$ cat src/common/dbsh_defines.svh
// Constants for the DMA bridge bus arbiter and datapath sequencer
// Assumes inclusion by bare name from the design file
`ifndef DBSH_DEFINES_SVH
`define DBSH_DEFINES_SVH
// Bus request codes
`define DBSH_REQ_IDLE      2'h0
`define DBSH_REQ_PREEMPT   2'h1
`define DBSH_REQ_NORMAL    2'h2
`define DBSH_REQ_ATOMIC    2'h3
// Bridge command codes, bridge owns bus
`define DBSH_BC_IDLE       3'h0
`define DBSH_BC_FLUSH      3'h1
`define DBSH_BC_WRITE      3'h2
`define DBSH_BC_WRITE_MASK 3'h3
// Bridge command codes, processor owns bus
`define DBSH_BC_CLR_LOCK   3'h1
`define DBSH_BC_RD_NCHK    3'h2
`define DBSH_BC_RD_CHK     3'h3
// Completion acknowledge codes
`define DBSH_CACK_IDLE     2'h0
`define DBSH_CACK_OK       2'h2
`define DBSH_CACK_ERR      2'h3
// Processor acknowledge codes driven out
`define DBSH_PACK_IDLE     3'h0
`define DBSH_PRD_NCACHE_NCHK 3'h1
`define DBSH_PRD_NCACHE    3'h2
`define DBSH_PCMD_OK       3'h4
`define DBSH_PCMD_HARD_ERR 3'h5
`define DBSH_PCMD_SOFT_ERR 3'h6
`define DBSH_PCMD_STC_FAIL 3'h7
// Datapath commands
`define DBSH_DP_CLEAR      3'h0
`define DBSH_DP_LOAD_PADS  3'h1
`define DBSH_DP_LOAD_DMA_PADS 3'h2
`define DBSH_DP_LOAD_DMA_MEM  3'h3
`define DBSH_SUB_CLEAR     2'h0
`define DBSH_SUB_HOLD      2'h2
`define DBSH_SUB_NONE      2'h0
// Octawords per cache block
`define DBSH_BLOCK_BEATS   2
`endif

$ cat src/common/dbsh_pkg.sv
// Types for the DMA bridge bus arbiter and datapath sequencer
// Assumes dbsh_defines.svh is on the include path
package dbsh_pkg;
    // --------------------------------------------------
    // Datapath command word
    // --------------------------------------------------
    typedef struct packed {
        logic [2:0] cmd;
        logic [1:0] sub;
    } dbsh_dp_cmd_type;

    // --------------------------------------------------
    // Arbiter and transaction states
    // --------------------------------------------------
    typedef enum logic [2:0] {
        ST_IDLE,
        ST_HOLD_WAIT,
        ST_GRANTED,
        ST_READ,
        ST_WRITE,
        ST_DONE
    } dbsh_state_type;
endpackage

$ cat src/hdl/dbsh_top.sv
// Bus arbiter between processor and DMA bridge, with datapath command sequencer
// Assumes all inputs synchronous to I_SYS_CLK; datapath slices consume commands
// Summary of operation
// - Normal request decided by owner and priority
// - Preempt wins; hold request raised at once
// - Grant answers request; bridge stops processor work
// - Processor-owned commands forward acknowledge requests
// - Bridge-owned commands select DMA transaction kind
// - Completion ack: idle, acknowledge, or error
// - Read-data-ready pulses when read data present
// - Read completion means whole block is buffered; flush and write complete without it
// - Drive-data enables datapath bus drivers
// - Control read adds low-half override, own bits
// - Drive-memory-data enables memory bus drive
// - I/O read select and upper octaword select
// - Command 000 clears or holds datapath
// - Commands 001-011 load pads and DMA buffer
`include "dbsh_defines.svh"
module dbsh_top #(
    parameter int BEATS = `DBSH_BLOCK_BEATS
) (
    input  wire logic        I_SYS_CLK,
    input  wire logic        I_RST_N,
    input  wire logic [1:0]  I_DMA_BUS_REQUEST,
    input  wire logic [2:0]  I_BRIDGE_COMMAND,
    input  wire logic        I_PROCESSOR_CACHE_HOLD_ACK,
    input  wire logic        I_CPU_BUS_REQUEST,
    input  wire logic        I_CPU_XACT_ACTIVE,
    input  wire logic        I_PRIORITY_DMA,
    input  wire logic        I_MEM_READ_VALID,
    input  wire logic        I_MEM_WRITE_DONE,
    input  wire logic        I_MEM_ERROR,
    input  wire logic        I_MEM_WRITE_DRIVE,
    input  wire logic        I_CSR_READ,
    input  wire logic [15:0] I_CSR_DATA,
    input  wire logic        I_IO_READ,
    input  wire logic        I_DATAPATH_READY,
    output logic             O_DMA_BUS_GRANT,
    output logic             O_PROCESSOR_CACHE_HOLD_REQUEST,
    output logic [1:0]       O_DMA_COMPLETION_ACK,
    output logic             O_DMA_READ_DATA_READY,
    output logic [2:0]       O_PROCESSOR_COMMAND_ACK,
    output logic [2:0]       O_PROCESSOR_READ_DATA_ACK,
    output logic             O_CLEAR_LOCK_FLAG,
    output logic             O_MEM_READ_READY,
    output logic             O_DATAPATH_DRIVE_BUS,
    output logic             O_LOW_HALF_OVERRIDE,
    output logic [15:0]      O_CSR_DATA,
    output logic             O_CSR_DATA_OE,
    output logic             O_DATAPATH_DRIVE_MEMORY_BUS,
    output logic             O_IO_READ_BUFFER_SELECT,
    output logic             O_UPPER_OCTAWORD_SELECT,
    output logic [2:0]       O_DATAPATH_COMMAND,
    output logic [1:0]       O_DATAPATH_SUBCOMMAND
);
    // --------------------------------------------------
    // Reset release
    // --------------------------------------------------
    logic rst_meta_reg;
    logic rst_n_reg;

    always_ff @(posedge I_SYS_CLK or negedge I_RST_N) begin
        if (!I_RST_N) begin
            rst_meta_reg <= 1'b0;
            rst_n_reg    <= 1'b0;
        end else begin
            rst_meta_reg <= 1'b1;
            rst_n_reg    <= rst_meta_reg;
        end
    end

    // --------------------------------------------------
    // Declarations
    // --------------------------------------------------
    dbsh_pkg::dbsh_state_type  state_reg;
    dbsh_pkg::dbsh_state_type  state_next;
    dbsh_pkg::dbsh_dp_cmd_type fifo_mem [2];
    dbsh_pkg::dbsh_dp_cmd_type push_data;
    logic                      fifo_wr_reg;
    logic                      fifo_rd_reg;
    logic [1:0]                fifo_cnt_reg;
    logic                      push;
    logic                      pop;
    logic                      fifo_ready;
    logic                      fifo_valid;
    logic [7:0]                beat_reg;
    logic                      err_reg;
    logic                      is_read;
    logic                      req_any;
    logic                      win;
    logic                      own_bus;
    logic                      cmd_start;

    assign req_any    = I_DMA_BUS_REQUEST != `DBSH_REQ_IDLE;
    assign fifo_ready = fifo_cnt_reg != 2'h2;
    assign fifo_valid = fifo_cnt_reg != 2'h0;
    assign own_bus    = O_DMA_BUS_GRANT && I_PROCESSOR_CACHE_HOLD_ACK;
    assign is_read    = I_BRIDGE_COMMAND[2];

    // --------------------------------------------------
    // Arbitration decision
    // --------------------------------------------------
    always_comb begin
        unique case (I_DMA_BUS_REQUEST)
            `DBSH_REQ_PREEMPT: win = 1'b1;
            `DBSH_REQ_NORMAL:  win = !I_CPU_XACT_ACTIVE &&
                                     (!I_CPU_BUS_REQUEST || I_PRIORITY_DMA);
            // Atomic only valid after a grant
            `DBSH_REQ_ATOMIC:  win = 1'b0;
            `DBSH_REQ_IDLE:    win = 1'b0;
        endcase
    end

    // Transaction begins with grant and hold acknowledge
    assign cmd_start = (state_reg == dbsh_pkg::ST_GRANTED) && own_bus &&
                       (I_BRIDGE_COMMAND != `DBSH_BC_IDLE) && fifo_ready;

    // --------------------------------------------------
    // Transaction state machine
    // --------------------------------------------------
    always_comb begin
        state_next = state_reg;
        unique case (state_reg)
            dbsh_pkg::ST_IDLE: begin
                if (win) begin
                    state_next = dbsh_pkg::ST_HOLD_WAIT;
                end
            end
            dbsh_pkg::ST_HOLD_WAIT: begin
                // Wait for processor to release cache
                if (I_PROCESSOR_CACHE_HOLD_ACK) begin
                    state_next = dbsh_pkg::ST_GRANTED;
                end
            end
            dbsh_pkg::ST_GRANTED: begin
                if (cmd_start) begin
                    if (is_read) begin
                        state_next = dbsh_pkg::ST_READ;
                    end else if (I_BRIDGE_COMMAND == `DBSH_BC_FLUSH) begin
                        state_next = dbsh_pkg::ST_DONE;
                    end else begin
                        state_next = dbsh_pkg::ST_WRITE;
                    end
                end else if (!req_any) begin
                    state_next = dbsh_pkg::ST_IDLE;
                end
            end
            dbsh_pkg::ST_READ: begin
                if (beat_reg == 8'(BEATS) && fifo_ready) begin
                    state_next = dbsh_pkg::ST_DONE;
                end
            end
            dbsh_pkg::ST_WRITE: begin
                if (I_MEM_WRITE_DONE && fifo_ready) begin
                    state_next = dbsh_pkg::ST_DONE;
                end
            end
            dbsh_pkg::ST_DONE: begin
                // Held request keeps the bus for the next one
                if (req_any) begin
                    state_next = dbsh_pkg::ST_GRANTED;
                end else begin
                    state_next = dbsh_pkg::ST_IDLE;
                end
            end
        endcase
    end

    always_ff @(posedge I_SYS_CLK or negedge rst_n_reg) begin
        if (!rst_n_reg) begin
            state_reg <= dbsh_pkg::ST_IDLE;
        end else begin
            state_reg <= state_next;
        end
    end

    // --------------------------------------------------
    // Grant and cache hold request
    // --------------------------------------------------
    always_ff @(posedge I_SYS_CLK or negedge rst_n_reg) begin
        if (!rst_n_reg) begin
            O_DMA_BUS_GRANT                <= 1'b0;
            O_PROCESSOR_CACHE_HOLD_REQUEST <= 1'b0;
        end else begin
            // Hold request at once on a win
            O_PROCESSOR_CACHE_HOLD_REQUEST <= state_next != dbsh_pkg::ST_IDLE;
            O_DMA_BUS_GRANT                <= state_next != dbsh_pkg::ST_IDLE;
        end
    end

    // --------------------------------------------------
    // Beat count and error capture
    // --------------------------------------------------
    always_ff @(posedge I_SYS_CLK or negedge rst_n_reg) begin
        if (!rst_n_reg) begin
            beat_reg <= 8'h00;
            err_reg  <= 1'b0;
        end else if (cmd_start) begin
            beat_reg <= 8'h00;
            err_reg  <= 1'b0;
        end else begin
            if (push && state_reg == dbsh_pkg::ST_READ) begin
                beat_reg <= beat_reg + 8'h01;
            end
            if (I_MEM_ERROR) begin
                err_reg <= 1'b1;
            end
        end
    end

    // --------------------------------------------------
    // Completion acknowledge and read data ready
    // --------------------------------------------------
    always_ff @(posedge I_SYS_CLK or negedge rst_n_reg) begin
        if (!rst_n_reg) begin
            O_DMA_COMPLETION_ACK  <= `DBSH_CACK_IDLE;
            O_DMA_READ_DATA_READY <= 1'b0;
            O_MEM_READ_READY      <= 1'b0;
        end else begin
            if (state_next == dbsh_pkg::ST_DONE && state_reg != dbsh_pkg::ST_DONE) begin
                O_DMA_COMPLETION_ACK <= (err_reg || I_MEM_ERROR) ? `DBSH_CACK_ERR
                                                                 : `DBSH_CACK_OK;
            end else begin
                O_DMA_COMPLETION_ACK <= `DBSH_CACK_IDLE;
            end
            O_DMA_READ_DATA_READY <= push && state_reg == dbsh_pkg::ST_READ;
            O_MEM_READ_READY      <= state_next == dbsh_pkg::ST_READ && fifo_ready;
        end
    end

    // --------------------------------------------------
    // Processor acknowledge forwarding
    // --------------------------------------------------
    always_ff @(posedge I_SYS_CLK or negedge rst_n_reg) begin
        if (!rst_n_reg) begin
            O_PROCESSOR_COMMAND_ACK   <= `DBSH_PACK_IDLE;
            O_PROCESSOR_READ_DATA_ACK <= `DBSH_PACK_IDLE;
            O_CLEAR_LOCK_FLAG         <= 1'b0;
        end else begin
            O_PROCESSOR_COMMAND_ACK   <= `DBSH_PACK_IDLE;
            O_PROCESSOR_READ_DATA_ACK <= `DBSH_PACK_IDLE;
            O_CLEAR_LOCK_FLAG         <= 1'b0;
            // Ignored while bridge holds or wins the bus
            if (!O_DMA_BUS_GRANT && state_reg == dbsh_pkg::ST_IDLE && !win) begin
                unique case (I_BRIDGE_COMMAND)
                    `DBSH_BC_IDLE:     O_CLEAR_LOCK_FLAG <= 1'b0;
                    `DBSH_BC_CLR_LOCK: O_CLEAR_LOCK_FLAG <= 1'b1;
                    `DBSH_BC_RD_NCHK:  O_PROCESSOR_READ_DATA_ACK <= `DBSH_PRD_NCACHE_NCHK;
                    `DBSH_BC_RD_CHK:   O_PROCESSOR_READ_DATA_ACK <= `DBSH_PRD_NCACHE;
                    3'h4:              O_PROCESSOR_COMMAND_ACK <= `DBSH_PCMD_OK;
                    3'h5:              O_PROCESSOR_COMMAND_ACK <= `DBSH_PCMD_HARD_ERR;
                    3'h6:              O_PROCESSOR_COMMAND_ACK <= `DBSH_PCMD_SOFT_ERR;
                    3'h7:              O_PROCESSOR_COMMAND_ACK <= `DBSH_PCMD_STC_FAIL;
                endcase
            end
        end
    end

    // --------------------------------------------------
    // Datapath command generation
    // --------------------------------------------------
    always_comb begin
        push      = 1'b0;
        push_data = '{cmd: `DBSH_DP_CLEAR, sub: `DBSH_SUB_HOLD};
        if (cmd_start) begin
            push      = 1'b1;
            push_data = '{cmd: `DBSH_DP_CLEAR, sub: `DBSH_SUB_CLEAR};
        end else if (state_reg == dbsh_pkg::ST_READ && I_MEM_READ_VALID &&
                     beat_reg != 8'(BEATS) && fifo_ready) begin
            // Memory read buffer into DMA buffer
            push      = 1'b1;
            push_data = '{cmd: `DBSH_DP_LOAD_DMA_MEM, sub: `DBSH_SUB_NONE};
        end else if (state_reg == dbsh_pkg::ST_WRITE && fifo_ready &&
                     !I_MEM_WRITE_DONE) begin
            push      = 1'b1;
            push_data = '{cmd: `DBSH_DP_LOAD_PADS, sub: `DBSH_SUB_NONE};
        end
    end

    // --------------------------------------------------
    // Two-entry command buffer
    // --------------------------------------------------
    assign pop = fifo_valid && I_DATAPATH_READY;

    for (genvar g = 0; g < 2; g++) begin : g_entry
        always_ff @(posedge I_SYS_CLK or negedge rst_n_reg) begin
            if (!rst_n_reg) begin
                fifo_mem[g] <= '{cmd: `DBSH_DP_CLEAR, sub: `DBSH_SUB_HOLD};
            end else if (push && fifo_wr_reg == 1'(g)) begin
                fifo_mem[g] <= push_data;
            end
        end
    end

    always_ff @(posedge I_SYS_CLK or negedge rst_n_reg) begin
        if (!rst_n_reg) begin
            fifo_wr_reg  <= 1'b0;
            fifo_rd_reg  <= 1'b0;
            fifo_cnt_reg <= 2'h0;
        end else begin
            if (push) begin
                fifo_wr_reg <= !fifo_wr_reg;
            end
            if (pop) begin
                fifo_rd_reg <= !fifo_rd_reg;
            end
            if (push && !pop) begin
                fifo_cnt_reg <= fifo_cnt_reg + 2'h1;
            end else if (pop && !push) begin
                fifo_cnt_reg <= fifo_cnt_reg - 2'h1;
            end
        end
    end

    // --------------------------------------------------
    // Datapath command outputs
    // --------------------------------------------------
    always_ff @(posedge I_SYS_CLK or negedge rst_n_reg) begin
        if (!rst_n_reg) begin
            O_DATAPATH_COMMAND      <= `DBSH_DP_CLEAR;
            O_DATAPATH_SUBCOMMAND   <= `DBSH_SUB_HOLD;
            O_UPPER_OCTAWORD_SELECT <= 1'b0;
        end else begin
            O_UPPER_OCTAWORD_SELECT <= state_reg == dbsh_pkg::ST_READ && beat_reg[0];
            if (pop) begin
                O_DATAPATH_COMMAND    <= fifo_mem[fifo_rd_reg].cmd;
                O_DATAPATH_SUBCOMMAND <= fifo_mem[fifo_rd_reg].sub;
            end else begin
                O_DATAPATH_COMMAND    <= `DBSH_DP_CLEAR;
                O_DATAPATH_SUBCOMMAND <= `DBSH_SUB_HOLD;
            end
        end
    end

    // --------------------------------------------------
    // Bus drive controls
    // --------------------------------------------------
    always_ff @(posedge I_SYS_CLK or negedge rst_n_reg) begin
        if (!rst_n_reg) begin
            O_DATAPATH_DRIVE_BUS        <= 1'b0;
            O_LOW_HALF_OVERRIDE         <= 1'b0;
            O_CSR_DATA                  <= 16'h0000;
            O_CSR_DATA_OE               <= 1'b0;
            O_IO_READ_BUFFER_SELECT     <= 1'b0;
            O_DATAPATH_DRIVE_MEMORY_BUS <= 1'b0;
        end else begin
            O_DATAPATH_DRIVE_BUS    <= I_CSR_READ || I_IO_READ;
            O_LOW_HALF_OVERRIDE     <= I_CSR_READ;
            O_CSR_DATA_OE           <= I_CSR_READ;
            O_CSR_DATA              <= I_CSR_READ ? I_CSR_DATA : 16'h0000;
            O_IO_READ_BUFFER_SELECT <= I_IO_READ && !I_CSR_READ;
            O_DATAPATH_DRIVE_MEMORY_BUS <= I_MEM_WRITE_DRIVE;
        end
    end
endmodule

$ cat config.mk
export PLATFORM = sky130hd
export DESIGN_NAME = dbsh_top
export DESIGN_NICKNAME = d
export VERILOG_FILES = /design/src/common/dbsh_pkg.sv /design/src/hdl/dbsh_top.sv
export VERILOG_INCLUDE_DIRS = /design/src /design/src/common
export SDC_FILE = /design/constraint.sdc
export NUM_CORES = 1
export LEC_CHECK = 0
export BUFFER_PORTS_ARGS = -buffer_cell sky130_fd_sc_hd__clkbuf_2
export CORE_UTILIZATION = 33
export DETAILED_ROUTE_END_ITERATION = 8
export GPL_TIMING_DRIVEN = 0
export PLACE_DENSITY_LB_ADDON = 0.1
export SLEW_MARGIN = 40
export SYNTH_ARGS = -nofsm -noshare
export SYNTH_HDL_FRONTEND = slang
export SYNTH_SLANG_ARGS = --single-unit
$ cat constraint.sdc
create_clock -name I_SYS_CLK -period 2.7 [get_ports I_SYS_CLK]
set_clock_uncertainty 0.05 [all_clocks]
set_input_delay 0.54 -clock I_SYS_CLK [delete_from_list [all_inputs] [get_ports I_SYS_CLK]]
set_output_delay 0.54 -clock I_SYS_CLK [all_outputs]
set_load 0.02 [all_outputs]
==> metrics.cfg <==
[outcome]
outcome=complete, no violations

[logic_synthesis]
synth_ff_type=dfrtp_1
synthTopCellsByArea=dfrtp_1 57%, and2_1 4.8%, dfstp_2 3.2%
yosysWarningCount=0
synthArstFlopShare=1.00
syn_area_sq_um=2470
synth_cell_types=44
synth.most_common_cell=dfrtp_1
syn_inst=218
synth-seq-cells=59
synth_commonest_cells=56 x dfrtp_1, 19 x and2_1, 18 x nor2_1, 15 x inv_1
avgSynthCellArea_sq_um=11.3
seq_area_frac_synth=0.598
synth_area_leader_cell=dfrtp_1
yosysTopAreaCellShare=0.567
synth_edf_count=0

[layout]
layout-drive-gt1-share=0.334
antenna_cells=0
fin_cells=407
area_delta_synth_final_pct=29.1
largest_reg_flops=16
layout.nets=342

[timing]
rsz0062_at_grt=false
final.setup.tns_ns=0
hold_viol_final=0
min_period_ns=2.53
worstMarginPinSlew_ns=0.571
fin_crit_sh=0.935
fmax_ghz=0.396
setup_violations=0
drv_slew=0
slew_headroom=0.617

[place]
dp_hpwl_mm=3.57
io_buffers=70
place_congestion=0.746
place_inst=390

[global_routing]
overflow=0
antenna_found_initial=0
grt_max_degree=43
grt_use_total=0.143
grt_pass1_wl_mm=8.25
grt_pass1_vias=1732

[floorplan]
start_util=0.341
dieArea_sq_um=7850
die_y_um=88.6
core_area_sq_um=7250
num_rows=31
pin_count=74
die-width_um=88.6

[cts]
clock-sinks=59
clkSlewWorstSetupHoldPaths_ns=0.07
cts_max_level=3
ctsResizeCount=0
post-cts-setup-buffers=0
cts_buffers=9
cts_tree=done
ctsLongestPathBuffers=2
cts_root_buf=clkbuf_8
clock_latency_ns=0.34

[detailed_routing]
route.detailed.drc=0
antenna_left=0
drt-initial-drc-count=74
wl_mm=4.95
drt-wirelength-per-cell_um=12.2
num_vias=1838
first_pass_iters=4
via_per_inst=4.52

[power_and_ir_drop]
leakagePower_nw=1.61
power_density_nw_per_um2=929
peakVddDrop_mv=0.397

[setup_path]
endpoint_kind=register
path_class=register to register
worstPathMaxFanout=9
crit_arrival_ns=2.70
cp-start-kind=register
crit_required_ns=2.87

[min_path]
worstHoldPathType=register to asynchronous set/reset pin

[run]
max-cap-violations=0

per-stage QoR:
stage / power [mW] / utilization / instance area [sq um] / worst slack, ns / hold WS [ns]
floorplan: 1.90 / - / 2480 / 0.495 / 0.194
global placement: 2.17 / 0.407 / 2960 / 0.168 / 0.277
detailed placement: 2.18 / 0.411 / 2980 / 0.185 / 0.150
CTS: 3.01 / 0.440 / 3190 / 0.170 / 0.154
global route: 3.17 / 0.440 / 3190 / 0.0749 / 0.165
finish: 2.97 / 0.440 / 3190 / 0.175 / 0.141
repair_timing:
| action | 4_1_cts | 5_1_grt |
|---|---|---|
| hold buffers | 1 | 0 |
| endpoints found under the hold margin | 2 | 0 |
| setup endpoints to repair | 0 | 0 |
final timing paths:
kind	start	end	slack (ns)	cells past startpoint
min in group I_SYS_CLK	I_MEM_WRITE_DRIVE	O_DATAPATH_DRIVE_MEMORY_BUS	0.26	1
setup / recovery	state_reg[2]	fifo_cnt_reg[1]	0.17	8
setup reg to reg	state_reg[2]	fifo_cnt_reg[1]	0.17	8
hold reg to reg	rst_n_reg	O_PROCESSOR_READ_DATA_ACK[0]	0.14	0
max in group asynchronous	rst_n_reg	fifo_mem[1]	1.89	1
hold / removal	rst_n_reg	O_PROCESSOR_READ_DATA_ACK[0]	0.14	0
layout make-up:
class / count / area (sq um)
fill: 713 / 4060
sequential: 59 / 1480
multi-input combinational: 136 / 881
timing repair buffer: 72 / 380
clock buffer: 11 / 141
tap: 99 / 124
buffer: 10 / 63.8
clock inverter: 5 / 62.6
inverter: 15 / 56.3
per-layer routing:
metal,global-route usage,share of wire,vias up
li1,-,-,895
met1,0.181,0.46,876
met2,0.218,0.46,57
met3,0.0457,0.064,10
met4,0.0748,0.020,0
met5,0,0,-
worst max-delay path, stage by stage (launching register included):
cell     delay, ns
dfrtp_1       0.37
buf_6         0.14
or3b_4        0.42
nor4_4        0.58
a221o_1       0.31
ha_1          0.19
xor2_1        0.15
nor2_1        0.06
xor2_1        0.13
where the power goes:
part           leakage, nW  internal [mW]  switching (mW)
clock network       0.0957          0.454           0.349
registers            0.742           1.07           0.134
logic                0.768          0.385           0.575
total                 1.61           1.91            1.06
cell usage in the layout, fill, tap and decap left out, types with 3 or more instances in the layout:
master and instances:
o22ai_1 3, o21ai_1 4, nand2b_1 3, o21ai_0 6, nand3_1 8, xnor2_1 5
nor2_1 18, and3_1 4, nand4_1 4, clkbuf_2 70, nor3_1 8, conb_1 4
buf_4 5, nor2b_1 5, clkbuf_1 5, inv_1 15, nand2_1 8, clkbuf_8 10
and2_1 19, dfstp_2 3, ha_1 5, xor2_1 7, dfrtp_1 55
cells by family (layout without fill, tap and decap cells):
| group | count (synthesis) | in the layout | synth area share |
|---|---|---|---|
| other cells | 2 | 4 | 0.00304 |
| mux | 2 | 2 | 0.00809 |
| simple gates | 87 | 87 | 0.199 |
| compound gates | 26 | 26 | 0.0754 |
| buf+inv | 25 | 113 | 0.0486 |
| flops | 59 | 59 | 0.598 |
| xor+xnor | 12 | 12 | 0.0425 |
| fa+ha+maj | 5 | 5 | 0.0253 |
(Power assumes the default switching activity.)
